**config.mk**
```make
export PLATFORM = sky130hd
export DESIGN_NAME = pecc_error_capture
export DESIGN_NICKNAME = d
export VERILOG_FILES = /design/src/logic/pecc_pkg.sv /design/src/logic/pecc_error_capture.sv
export VERILOG_INCLUDE_DIRS = /design/src /design/src/logic
export SDC_FILE = /design/constraint.sdc
export NUM_CORES = 1
export LEC_CHECK = 0
export ABC_CLOCK_PERIOD_IN_PS = 7250
export BUFFER_PORTS_ARGS = -buffer_cell sky130_fd_sc_hd__buf_2
export CORE_AREA = 2 2 110 139
export DETAILED_ROUTE_END_ITERATION = 16
export DIE_AREA = 0 0 112 141
export PLACE_DENSITY = 0.7
export SLEW_MARGIN = 20
export SYNTH_ARGS = -nofsm -noshare
export SYNTH_HDL_FRONTEND = slang
export SYNTH_SLANG_ARGS = --single-unit
export TNS_END_PERCENT = 1
```
**constraint.sdc**
```tcl
create_clock -name clk -period 7.25 [get_ports clk]
set_input_delay 0.3625 -clock clk [delete_from_list [all_inputs] [get_ports clk]]
set_output_delay 0.3625 -clock clk [all_outputs]
set_load 0.02 [all_outputs]
```
**src/logic/pecc_cfg.svh**
```systemverilog
// Purpose: offsets, field positions, reset values and limits of the
//          port error capture control block
// Assumes: bit numbers equal the field bit numbers of the registers
// Notes:   definitions only
`ifndef PECC_CFG_SVH
`define PECC_CFG_SVH

// ==========================================================
// register byte offsets
`define PECC_OFF_RATE_EN      16'h10c4
`define PECC_OFF_ATTR         16'h10c8
`define PECC_OFF_INJECT       16'h10e0
`define PECC_OFF_RATE_CNT     16'h10e4
`define PECC_OFF_W            16

// ==========================================================
// rate enable / error detect bit positions
`define PECC_B_VENDOR         0
`define PECC_B_SYM_CRC        9
`define PECC_B_SYM_BAD_ID     10
`define PECC_B_SYM_REJECT     11
`define PECC_B_PKT_BAD_ACKID  12
`define PECC_B_PKT_CRC        13
`define PECC_B_PKT_OVERSIZE   14
`define PECC_B_LR_BAD_ACKID   26
`define PECC_B_PROTOCOL       27
`define PECC_B_DELINEATION    29
`define PECC_B_UNEXP_ACK      30
`define PECC_B_LINK_TIMEOUT   31

// writable bits of the rate enable register
`define PECC_RATE_EN_MASK     32'hec007e01
`define PECC_RATE_EN_RESET    32'h00000000

// ==========================================================
// capture attributes fields
`define PECC_INFO_LSB         0
`define PECC_INFO_MSB         1
`define PECC_ETYPE_LSB        3
`define PECC_ETYPE_MSB        7
`define PECC_VALID_BIT        31
`define PECC_ATTR_MASK        32'h800000fb
`define PECC_ATTR_RESET       32'h00000000

// info type codes
`define PECC_INFO_PACKET      2'h0
`define PECC_INFO_SYMBOL      2'h1
`define PECC_INFO_VENDOR      2'h2

// packet length limit in bytes
`define PECC_PKT_MAX_BYTES    9'h114

// error classes
`define PECC_PACKET_BITS      32'h00007000
`define PECC_SYMBOL_BITS      32'h6c000e00
`define PECC_CAPTURE_BITS     32'h6c007e01

`endif

```
**src/logic/pecc_pkg.sv**
```systemverilog
// Purpose: shared types of the port error capture control block
// Assumes: apb with 32-bit data
// Notes:   constants live in pecc_cfg.svh
package pecc_pkg;

  typedef logic [31:0] pecc_word_t;

  typedef struct packed {
    logic        psel;
    logic        penable;
    logic        pwrite;
    logic [15:0] paddr;
    logic [31:0] pwdata;
  } pecc_apb_req_s;

  typedef struct packed {
    logic        valid;
    logic [8:0]  lengthBytes;
  } pecc_pkt_len_s;

  typedef enum logic [2:0] {
    PECC_IDLE   = 3'b001,
    PECC_ACCESS = 3'b010,
    PECC_DONE   = 3'b100
  } pecc_bus_e;

endpackage

```
**src/logic/pecc_error_capture.sv**
```systemverilog
// Purpose: rate enable mask and capture attributes registers of one
//          serial port, with error qualification and capture locking
// Assumes: error inputs come from logic on clk, one-cycle pulses
// Notes:   apb slave answers in the first access cycle
//          map: 10c4 rate enable, 10c8 capture attributes,
//          10e0 detect inject (write only), 10e4 rate count
//          capture takes the lowest numbered enabled error on a bit not injected that cycle; link
//          timeout is counted but never captured
//          while capture valid is set no new error is loaded; a
//          software write of zero unlocks the capture registers
//          a hardware capture beats a software write in one cycle
//
// Design decision made here: the APB register port.
`timescale 1ns/1ps
`include "pecc_cfg.svh"

module pecc_error_capture #(
  parameter int CNT_W = 16
) (
  input  wire logic                    clk,
  input  wire logic                    reset,
  input  wire logic                    ce,
  input  wire pecc_pkg::pecc_apb_req_s apbReq,
  output logic                         pready,
  output logic                         pslverr,
  output logic [31:0]                  prdata,
  input  wire logic                    debugMode,
  input  wire pecc_pkg::pecc_word_t    errDetect,
  input  wire pecc_pkg::pecc_pkt_len_s pktLen,
  output logic [5:0]                   rateIncCount,
  output logic                         captureLoad,
  output logic [31:0]                  captureSelect,
  output logic                         captureSymbolOnly,
  output logic                         captureLocked
);
  import pecc_pkg::*;

  // ==========================================================
  // registers and internal nets
  pecc_bus_e        busState_r;
  logic             pready_r;
  logic             pslverr_r;
  logic [31:0]      prdata_r;
  logic [31:0]      rateEn_r;
  logic [31:0]      attr_r;
  logic [CNT_W-1:0] rateCnt_r;
  logic [5:0]       rateInc_r;
  logic             capLoad_r;
  logic [31:0]      capSel_r;
  logic             capSym_r;
  logic             capLocked_r;

  logic             setupCyc;
  logic             wrDone;
  logic             hitRateEn;
  logic             hitAttr;
  logic             hitInject;
  logic             hitCnt;
  logic             mapped;
  logic [31:0]      readWord;
  logic [31:0]      hwEvents;
  logic [31:0]      swEvents;
  logic [31:0]      countable;
  logic [31:0]      capturable;
  logic             oversize;
  logic [5:0]       popCount;
  logic             capFound;
  logic [4:0]       capBit;
  logic [4:0]       capCode;
  logic [1:0]       capInfo;
  logic [31:0]      capOneHot;
  logic             capTake;
  logic [31:0]      attrNew;
  logic [CNT_W-1:0] cntSum;
  logic [CNT_W:0]   cntWide;

  // ==========================================================
  // apb address decode
  assign setupCyc  = apbReq.psel && !apbReq.penable;
  assign wrDone    = apbReq.psel && apbReq.penable && pready_r &&
                     apbReq.pwrite && !pslverr_r;
  assign hitRateEn = apbReq.paddr == `PECC_OFF_RATE_EN;
  assign hitAttr   = apbReq.paddr == `PECC_OFF_ATTR;
  assign hitInject = apbReq.paddr == `PECC_OFF_INJECT;
  assign hitCnt    = apbReq.paddr == `PECC_OFF_RATE_CNT;
  assign mapped    = hitRateEn || hitAttr || hitInject || hitCnt;

  // reserved bits read as zero; debug mode shows all attribute bits
  always_comb begin
    readWord = 32'h00000000;
    if (hitRateEn) begin
      readWord = rateEn_r & `PECC_RATE_EN_MASK;
    end else if (hitAttr) begin
      if (debugMode) begin
        readWord = attr_r;
      end else begin
        readWord = attr_r & `PECC_ATTR_MASK;
      end
    end else if (hitCnt) begin
      readWord = 32'(rateCnt_r);
    end
  end

  // ==========================================================
  // apb handshake: answer in the first access cycle
  // a master that drops psel mid-access sends the slave idle
  always_ff @(posedge clk or posedge reset) begin
    if (reset) begin
      busState_r <= PECC_IDLE;
      pready_r   <= 1'b0;
      pslverr_r  <= 1'b0;
      prdata_r   <= 32'h00000000;
    end else if (ce) begin
      case (busState_r)
        PECC_IDLE: begin
          pready_r  <= 1'b0;
          pslverr_r <= 1'b0;
          if (setupCyc) begin
            busState_r <= PECC_ACCESS;
            pready_r   <= 1'b1;
            pslverr_r  <= !mapped;
            prdata_r   <= (!apbReq.pwrite && mapped) ? readWord
                                                     : 32'h00000000;
          end
        end
        PECC_ACCESS: begin
          if (apbReq.psel && apbReq.penable) begin
            busState_r <= PECC_DONE;
            pready_r   <= 1'b0;
            pslverr_r  <= 1'b0;
          end else if (!apbReq.psel) begin
            busState_r <= PECC_IDLE;
            pready_r   <= 1'b0;
            pslverr_r  <= 1'b0;
          end
        end
        PECC_DONE: begin
          pready_r <= 1'b0;
          if (setupCyc) begin
            busState_r <= PECC_ACCESS;
            pready_r   <= 1'b1;
            pslverr_r  <= !mapped;
            prdata_r   <= (!apbReq.pwrite && mapped) ? readWord
                                                     : 32'h00000000;
          end else begin
            busState_r <= PECC_IDLE;
          end
        end
        default: begin
          busState_r <= PECC_IDLE;
          pready_r   <= 1'b0;
          pslverr_r  <= 1'b0;
        end
      endcase
    end
  end

  assign pready  = pready_r;
  assign pslverr = pslverr_r;
  assign prdata  = prdata_r;

  // ==========================================================
  // rate enable mask register
  always_ff @(posedge clk or posedge reset) begin
    if (reset) begin
      rateEn_r <= `PECC_RATE_EN_RESET;
    end else if (ce && wrDone && hitRateEn) begin
      rateEn_r <= apbReq.pwdata & `PECC_RATE_EN_MASK;
    end
  end

  // ==========================================================
  // error qualification
  // only a packet with a valid length can be oversize
  assign oversize = pktLen.valid &&
                    (pktLen.lengthBytes > `PECC_PKT_MAX_BYTES);

  always_comb begin
    hwEvents = errDetect & `PECC_RATE_EN_MASK;
    hwEvents[`PECC_B_PKT_OVERSIZE] = errDetect[`PECC_B_PKT_OVERSIZE] ||
                                     oversize;
  end

  // software detect writes act as injected detections
  assign swEvents = (wrDone && hitInject) ?
                    (apbReq.pwdata & `PECC_RATE_EN_MASK) :
                    32'h00000000;

  // each enable bit gates its own error source
  always_comb begin
    countable = 32'h00000000;
    countable[`PECC_B_VENDOR] = hwEvents[`PECC_B_VENDOR] &&
                                rateEn_r[`PECC_B_VENDOR];
    countable[`PECC_B_SYM_CRC] = hwEvents[`PECC_B_SYM_CRC] &&
                                 rateEn_r[`PECC_B_SYM_CRC];
    countable[`PECC_B_SYM_BAD_ID] = hwEvents[`PECC_B_SYM_BAD_ID] &&
                                    rateEn_r[`PECC_B_SYM_BAD_ID];
    countable[`PECC_B_SYM_REJECT] = hwEvents[`PECC_B_SYM_REJECT] &&
                                    rateEn_r[`PECC_B_SYM_REJECT];
    countable[`PECC_B_PKT_BAD_ACKID] = hwEvents[`PECC_B_PKT_BAD_ACKID] &&
                                       rateEn_r[`PECC_B_PKT_BAD_ACKID];
    countable[`PECC_B_PKT_CRC] = hwEvents[`PECC_B_PKT_CRC] &&
                                 rateEn_r[`PECC_B_PKT_CRC];
    countable[`PECC_B_PKT_OVERSIZE] = hwEvents[`PECC_B_PKT_OVERSIZE] &&
                                      rateEn_r[`PECC_B_PKT_OVERSIZE];
    countable[`PECC_B_LR_BAD_ACKID] = hwEvents[`PECC_B_LR_BAD_ACKID] &&
                                      rateEn_r[`PECC_B_LR_BAD_ACKID];
    countable[`PECC_B_PROTOCOL] = hwEvents[`PECC_B_PROTOCOL] &&
                                  rateEn_r[`PECC_B_PROTOCOL];
    countable[`PECC_B_DELINEATION] = hwEvents[`PECC_B_DELINEATION] &&
                                     rateEn_r[`PECC_B_DELINEATION];
    countable[`PECC_B_UNEXP_ACK] = hwEvents[`PECC_B_UNEXP_ACK] &&
                                   rateEn_r[`PECC_B_UNEXP_ACK];
    countable[`PECC_B_LINK_TIMEOUT] = hwEvents[`PECC_B_LINK_TIMEOUT] &&
                                      rateEn_r[`PECC_B_LINK_TIMEOUT];
    countable = countable | (swEvents & rateEn_r);
  end

  // link timeout is counted but never captured
  assign capturable = countable & ~swEvents &
                      `PECC_CAPTURE_BITS;

  // enabled events this cycle, hardware and injected together
  always_comb begin
    popCount = 6'h00;
    for (int i = 0; i < 32; i++) begin
      popCount = popCount + {5'h00, countable[i]};
    end
  end

  // ==========================================================
  // capture selection: lowest numbered error wins
  always_comb begin
    capFound  = 1'b0;
    capBit    = 5'h00;
    capOneHot = 32'h00000000;
    for (int i = 31; i >= 0; i--) begin
      if (capturable[i]) begin
        capFound  = 1'b1;
        capBit    = 5'(i);
        capOneHot = 32'h00000001 << i;
      end
    end
  end

  // code is bit number less one, bit 0 maps to zero
  assign capCode = (capBit == 5'h00) ? 5'h00 : capBit - 5'h01;

  always_comb begin
    if ((capOneHot & `PECC_PACKET_BITS) != 32'h00000000) begin
      capInfo = `PECC_INFO_PACKET;
    end else if ((capOneHot & `PECC_SYMBOL_BITS) != 32'h00000000) begin
      capInfo = `PECC_INFO_SYMBOL;
    end else begin
      capInfo = `PECC_INFO_VENDOR;
    end
  end

  // any lock, set by hardware or software, blocks new loads
  assign capTake = capFound && !attr_r[`PECC_VALID_BIT] &&
                   !debugMode;

  // ==========================================================
  // capture attributes register
  // software write first; a hardware capture then overrides it
  always_comb begin
    attrNew = attr_r;
    if (wrDone && hitAttr) begin
      if (debugMode) begin
        attrNew = apbReq.pwdata;
      end else if (attr_r[`PECC_VALID_BIT]) begin
        attrNew[`PECC_VALID_BIT] = apbReq.pwdata[`PECC_VALID_BIT];
      end else begin
        attrNew = (attr_r & ~`PECC_ATTR_MASK) |
                  (apbReq.pwdata & `PECC_ATTR_MASK);
      end
    end
    if (capTake) begin
      attrNew[`PECC_INFO_MSB:`PECC_INFO_LSB]   = capInfo;
      attrNew[`PECC_ETYPE_MSB:`PECC_ETYPE_LSB] = capCode;
      attrNew[`PECC_VALID_BIT]                 = 1'b1;
    end
  end

  always_ff @(posedge clk or posedge reset) begin
    if (reset) begin
      attr_r <= `PECC_ATTR_RESET;
    end else if (ce) begin
      attr_r <= attrNew;
    end
  end

  // ==========================================================
  // capture data load strobe and lock state
  always_ff @(posedge clk or posedge reset) begin
    if (reset) begin
      capLoad_r   <= 1'b0;
      capSel_r    <= 32'h00000000;
      capSym_r    <= 1'b0;
    end else if (ce) begin
      capLoad_r   <= capTake;
      if (capTake) begin
        capSel_r <= capOneHot;
        capSym_r <= capInfo == `PECC_INFO_SYMBOL;
      end
    end
  end

  // lock output mirrors the valid bit as it is stored
  always_ff @(posedge clk or posedge reset) begin
    if (reset) begin
      capLocked_r <= 1'b0;
    end else if (ce) begin
      capLocked_r <= attrNew[`PECC_VALID_BIT];
    end
  end

  assign captureLoad       = capLoad_r;
  assign captureSelect     = capSel_r;
  assign captureSymbolOnly = capSym_r;
  assign captureLocked     = capLocked_r;

  // ==========================================================
  // error rate increment and saturating event count
  assign cntWide = {1'b0, rateCnt_r} + {{(CNT_W-5){1'b0}}, popCount};
  assign cntSum  = cntWide[CNT_W] ? {CNT_W{1'b1}} : cntWide[CNT_W-1:0];

  always_ff @(posedge clk or posedge reset) begin
    if (reset) begin
      rateInc_r <= 6'h00;
    end else if (ce) begin
      rateInc_r <= popCount;
    end
  end

  // a write to the count register restarts it from this cycle
  always_ff @(posedge clk or posedge reset) begin
    if (reset) begin
      rateCnt_r <= '0;
    end else if (ce) begin
      if (wrDone && hitCnt) begin
        rateCnt_r <= {{(CNT_W-6){1'b0}}, popCount};
      end else begin
        rateCnt_r <= cntSum;
      end
    end
  end

  assign rateIncCount = rateInc_r;

endmodule

```
# Yosys cells after proc, flatten, opt, wreduce, memory -nomap -nowiden
# Index checks and enable logic that the tools add are counted.
# totals
ff_bits,137
input_bits,97
out_inout_bits,75
wordCells,177
# classes
n_addsub,33
magnitude_cmp,1
eq_ne,13
mux,63
bitwise_logic,5
n_reduce_logical,49
# op_table
operator,n
$mux W32,16
$add A6 B1 Y6,26
$mux W31,3
$mux W5,13
$eq A16 B13 Y1 const B,4
$reduce_bool A32 Y1,2
$mux W16,3
$and A32 B32 Y32,1
$or A31 B32 Y32,1
$or A32 B32 Y32,1
$and A31 B31 Y31,1
$not A31 Y31,1
$logic_and A1 B1 Y1,26
$mux W1,18
$add A16 B6 Y17,1
$reduce_and A3 Y1,5
$gt A9 B9 Y1 const B,1
$mux W3,3
$pmux W3 S3,1
$mux W2,4
$add A5 B1 Y6,1
$logic_not A1 Y1,6
$ne A2 B2 Y1 const B,3
$reduce_and A2 Y1,3
other kinds (17),20

# Longest topological paths before layout
# depth
ltp_word,42
mapped_depth,24
depth_no_buf,23

# Worst setup path before layout
# Ideal clock, no wire load.
# synth_timing
kind,register to register
startpoint,register pslverr_r (netlist: pslverr)
endpoint,register rateCnt_r[11]
setup_time_ns,0.077
arrival_ns,6.100
required_ns,7.173
path_slack_ns,1.072
stages_incl_launch_ff,23
path_buffers,1
synth_period_minus_slack_ns,6.178
path_cell_list,dfrtp_1 -> and4b_1 -> buf_4 -> nand2_4 -> nor4_4 -> a21o_1 -> nand2_1 -> fa_1 -> fa_1 -> inv_1 -> fa_1 -> fa_1 -> ha_1 -> inv_1 -> fa_1 -> fa_1 -> nor2b_1 -> o21ai_0 -> a21boi_1 -> nand3_1 -> nor2b_1 -> a41o_1 -> a21oi_1
# synth_via
elab_chain_len,40
elab_cells_between_ends,41
classes_between,add/sub: 32; mux: 3; bitwise: 2; reduce/logical: 4
# synth_lines
item,line,source
"start, declared",pecc_error_capture.sv:42,logic pslverr_r;
"start signal, assigned",pecc_error_capture.sv:121,pslverr_r <= !mapped;
"start signal, assigned",pecc_error_capture.sv:142,pslverr_r <= !mapped;
$logic_not A1 Y1 (*),pecc_error_capture.sv:81,apbReq.pwrite && !pslverr_r;
$logic_and A1 B1 Y1 (*),pecc_error_capture.sv:81,
$logic_and A1 B1 Y1,pecc_error_capture.sv:185,assign swEvents = (wrDone && hitInject) ?
$mux W32,pecc_error_capture.sv:185,
$and A32 B32 Y32,pecc_error_capture.sv:216,countable = countable | (swEvents & rateEn_r);
$or A32 B32 Y32,pecc_error_capture.sv:216,
$add A1 B1 Y2,pecc_error_capture.sv:227,"popCount = popCount + {5'h00, countable[i]};"
$add A2 B1 Y3,pecc_error_capture.sv:227,
$add A3 B1 Y4,pecc_error_capture.sv:227,
$add A4 B1 Y5,pecc_error_capture.sv:227,
$add A5 B1 Y6,pecc_error_capture.sv:227,
$add A6 B1 Y6 (26 in a row),pecc_error_capture.sv:227,
$add A16 B6 Y17,pecc_error_capture.sv:325,"assign cntWide = {1'b0, rateCnt_r} + {{(CNT_W-5){1'b0}}, popCount};"
$mux W16,pecc_error_capture.sv:326,assign cntSum = cntWide[CNT_W] ? {CNT_W{1'b1}} : cntWide[CNT_W-1:0];
$mux W16 (*),pecc_error_capture.sv:341,if (wrDone && hitCnt) begin
"end signal, assigned",pecc_error_capture.sv:342,"rateCnt_r <= {{(CNT_W-6){1'b0}}, popCount};"
"end signal, assigned",pecc_error_capture.sv:344,rateCnt_r <= cntSum;
"end, declared",pecc_error_capture.sv:46,logic [CNT_W-1:0] rateCnt_r;
# Every way passes the cells marked *; elsewhere a longest branch is shown, timed or not.
# A chain may end at the register's enable or synchronous reset.

# Worst setup path in the final report
# layout_timing
startpoint,register pslverr_r (netlist: pslverr)
endpoint,register rateCnt_r[15]
# layout_via
elab_chain_len,40
elab_cells_between_ends,41
classes_between,add/sub: 32; mux: 3; bitwise: 2; reduce/logical: 4
# layout_lines
item,line,source
$logic_not A1 Y1 (*),pecc_error_capture.sv:81,
$logic_and A1 B1 Y1 (*),pecc_error_capture.sv:81,
$logic_and A1 B1 Y1 (*),pecc_error_capture.sv:185,
$mux W32 (*),pecc_error_capture.sv:185,
$and A32 B32 Y32 (*),pecc_error_capture.sv:216,
$or A32 B32 Y32 (*),pecc_error_capture.sv:216,
$add A1 B1 Y2,pecc_error_capture.sv:227,
$add A2 B1 Y3,pecc_error_capture.sv:227,
$add A3 B1 Y4,pecc_error_capture.sv:227,
$add A4 B1 Y5,pecc_error_capture.sv:227,
$add A5 B1 Y6,pecc_error_capture.sv:227,
$add A6 B1 Y6 (25 in a row),pecc_error_capture.sv:227,
$add A6 B1 Y6 (*),pecc_error_capture.sv:227,
named net popCount[1],pecc_error_capture.sv:66,logic [5:0] popCount;
$add A16 B6 Y17 (*),pecc_error_capture.sv:325,
$mux W16 (*),pecc_error_capture.sv:326,
$mux W16 (*),pecc_error_capture.sv:341,
# Mark *: on every way through the listed nets, which the timed path passes. The rest lies on a longest branch.

==> results.sh <==
export IMPL_synth_compound_area_share_pct=19.3
export IMPL_met3_usage_pct=5.67
export IMPL_ctsResizeCount=0
export IMPL_cp_slowest_cell="o21ai_0"
export IMPL_use_met2_pct=36.9
export IMPL_track_usage_pct=21.9
export IMPL_ctsHoldBuffers=0
export IMPL_switching_share_pct=24.3
export IMPL_syn_avg_cell_area_um2=10.2
export IMPL_worstSetupStartpointType="register"
export IMPL_die_w_um=112
export IMPL_post_cts_buffers=0
export IMPL_syn_area_mm2=0.00640
export IMPL_rsz0062_at_grt="false"
export IMPL_final_cell_mix="buf_2, dfrtp_1, nand2_1"
export IMPL_status="completed"
export IMPL_route_detailed_drc=0
export IMPL_path_delay_family="adder cells"
export IMPL_p_seq_share_pct=40.1
export IMPL_end_kind="register"
export IMPL_synth_cell_type_count=74
export IMPL_cts_sinks=114
export IMPL_p_per_area_mw_per_mm2=211
export IMPL_seq_area_frac_synth_pct=44.6
export IMPL_cap_violations=0
export IMPL_grt_start_max_net_pins=68
export IMPL_p_leak_uw=0.00385
export IMPL_tritoncts="done"
export IMPL_routed_via_density=5.63
export IMPL_yosys_warnings=0
export IMPL_drive_above_1_share_pct=31.3
export IMPL_synth_seq_cells=114
export IMPL_tightest_slew_ps=970
export IMPL_grt_most_used_layer="met2"
export IMPL_dp_hpwl_um=12700
export IMPL_die_y_um=141
export IMPL_ant_nets=0
export IMPL_combPwrFrac_pct=6.1
export IMPL_clock_path_buffers=2
export IMPL_min_period_ps=6760
export IMPL_setup_viol=0
export IMPL_power_switching_uw=393
export IMPL_start_util_pct=43.7
export IMPL_synth_top_family_by_area="compound AO/OA/AOI/OAI gates"
export IMPL_grt_pass1_wl_um=27500
export IMPL_area_growth_syn_to_layout_pct=20.1
export IMPL_synthMuxAreaShare_pct=8.25
export IMPL_drt_total_wl_um=17300
export IMPL_synth_adder_area_share_pct=4.26
export IMPL_timing_final_crit_share_pct=93.2
export IMPL_synthCells=630
export IMPL_whs_ps=109
export IMPL_finalClockSkew_ps=5.26
export IMPL_overflow=0
export IMPL_drt_iter0_drc=345
export IMPL_dr_total_vias=5336
export IMPL_max_slew_margin_pct=35.3
export IMPL_wl_per_cell_um=18.3
export IMPL_setup_tns_ps=0
export IMPL_core_area_mm2=0.0146
export IMPL_cp_num_buf_inv=3
export IMPL_path_cells="and4b_1 -> nand2_4 -> nor4_4 -> a21o_1 -> nand2_1 -> fa_1 -> fa_1 -> inv_1 -> fa_1 -> fa_1 -> ha_1 -> inv_1 -> fa_1 -> inv_1 -> ha_1 -> a21o_1 -> a21oi_1 -> nor2b_1 -> o21ai_0 -> nor2b_1 -> and2_1 -> a31oi_1 -> a21oi_1"
export IMPL_drtPass1Iterations=5
export IMPL_crit_top_cell="fa_1"
export IMPL_first_global_vias=5332
export IMPL_crit_fanout=9
export IMPL_finalHoldViolCount=0
export IMPL_clkPwrFrac_pct=53.8
export IMPL_port_buffers=128
export IMPL_r2r_worst_path_cells=23
export IMPL_synthSimpleGateAreaFrac_pct=16.1
export IMPL_path_depth=23
export IMPL_fmax_mhz=148
export IMPL_async_flop_share_pct=100
export IMPL_power_internal_uw=1230
export IMPL_timing_reg2reg_setup_slack_ps=490
export IMPL_vdd_ir_drop_max_v=0.000154
export IMPL_ios=172
export IMPL_r2r_end="rateCnt_r[15]"
export IMPL_clock_latency_ps=410
export IMPL_fin_nets=865
export IMPL_fp_row_count=50
export IMPL_hp_class="primary input to async pin"
export IMPL_synth_xor_xnor_area_share_pct=0.821
export IMPL_required_ps=7500
export IMPL_synthFlopType="dfrtp_1"
export IMPL_die_area_mm2=0.0158
export IMPL_critPathKind="register to register"
export IMPL_clock_root_buffer="clkbuf_16"
export IMPL_cts_htree_levels=4
export IMPL_numCtsBuffers=17
export IMPL_synth_edf_count=0
export IMPL_clkTransAtPathRegs_ps=60
export IMPL_routabilityCongestion=0.883
export IMPL_met1_usage_pct=27.6
export IMPL_worst_ep_arrival_time_ps=7010
export IMPL_slew_viol_final=0
export IMPL_critPathMaxStageDelay_ps=560
export IMPL_layout_commonest_cell="buf_2"
export IMPL_reg2reg_from="pslverr"
export IMPL_antenna_found_initial=1
==> power by group through the flow <==
stage,Clock [µW],Combinational (µW),Sequential [µW]
floorplan,0,66.1,661
global placement,0,95.5,661
detailed placement,0,98.8,661
CTS,884,99.4,650
global route,910,110,651
finish,873,99.5,650
==> synthesized netlist by cell type, drive strengths merged, types with 3 or more instances <==
library cell / count / area share, %
a21o: 4 / 0.47
a21oi: 32 / 2.5
a22o: 13 / 1.8
a22oi: 26 / 3.0
a31o: 3 / 0.41
a31oi: 6 / 0.59
and2: 5 / 0.49
and3: 7 / 0.68
and4: 4 / 0.55
buf: 37 / 4.2
clkbuf: 17 / 1.0
dfrtp: 113 / 44
fa: 8 / 2.5
ha: 9 / 1.8
inv: 24 / 1.4
mux2: 46 / 8.1
nand2: 82 / 4.9
nand2b: 4 / 0.39
nand3: 18 / 1.4
nand4: 4 / 0.82
nand4b: 3 / 0.51
nor2: 28 / 1.6
nor2b: 8 / 0.78
nor3: 4 / 0.31
nor4: 3 / 0.72
nor4bb: 7 / 1.1
o211ai: 9 / 1.5
o21a: 3 / 0.35
o21ai: 51 / 4.1
o21bai: 4 / 0.65
o31ai: 8 / 1.2
o41ai: 5 / 0.80
xnor2: 4 / 0.55
==> worst reg2reg max path, stage by stage (launching register included) <==
cell and delay (ps):
dfrtp_1 380, and4b_1 500, nand2_4 110, nor4_4 470, a21o_1 180, nand2_1 60, fa_1 490, fa_1 550
inv_1 50, fa_1 490, fa_1 540, ha_1 170, inv_1 60, fa_1 540, inv_1 100, ha_1 280
a21o_1 150, a21oi_1 200, nor2b_1 60, o21ai_0 560, nor2b_1 170, and2_1 230, a31oi_1 170, a21oi_1 60
==> metal layers <==
layer / up-vias / routed length [µm]
li1: 2492 / -
met1: 2597 / 7280
met2: 207 / 8560
met3: 40 / 1080
met4: 0 / 426
met5: - / 0
==> worst max-delay path by stage <==
stage / startpoint / endpoint / slack, ps
floorplan: pslverr / rateCnt_r[11] / 1070
global placement: apbReq[42] / rateCnt_r[15] / 570
detailed placement: apbReq[42] / rateCnt_r[15] / 450
CTS: pslverr / rateCnt_r[15] / 480
global route: pslverr / rateCnt_r[15] / 90
finish: pslverr / rateCnt_r[15] / 490
==> through the flow <==
step / setup WS (ps) / utilization [%] / std cells / cell area [µm²] / total power [µW]
after global routing: 89.4 / 52.5 / 947 / 7690 / 1670
after CTS: 476 / 52.5 / 946 / 7680 / 1630
after detailed placement: 450 / 48.3 / 914 / 7070 / 760
after floorplan: 1070 / - / 652 / 6480 / 727
after global placement: 573 / 48.3 / 914 / 7070 / 756
final: 490 / 52.5 / 947 / 7690 / 1620
==> area by class of cell <==
| type | count | area, µm² |
|---|---|---|
| Fill cell | 1310 | 6950 |
| Multi-Input combinational cell | 460 | 3210 |
| Clock buffer | 18 | 439 |
| Inverter | 24 | 92.6 |
| Timing Repair Buffer | 134 | 686 |
| Antenna cell | 1 | 2.50 |
| Clock inverter | 14 | 178 |
| Tap cell | 182 | 228 |
| Sequential cell | 114 | 2850 |
==> logic make-up (layout without fill, tap and decap cells) <==
kind of cell | after synthesis | after routing
compound gates | 178 | 178
xor+xnor | 6 | 6
fa+ha+maj | 17 | 17
buf+inv | 78 | 190
flops | 114 | 114
mux | 47 | 47
other cells | 1 | 24
simple gates | 189 | 189
==> sequential cells by signal, summed over array words and instances, names as in the netlist <==
register           count
pready                 1
attr_r                32
rateCnt_r             16
prdata                32
rateIncCount           4
pslverr                1
captureSelect         11
busState_r             3
captureSymbolOnly      1
rateEn_r              12
captureLoad            1
No activity file was read; power rests on OpenSTA's default activity.
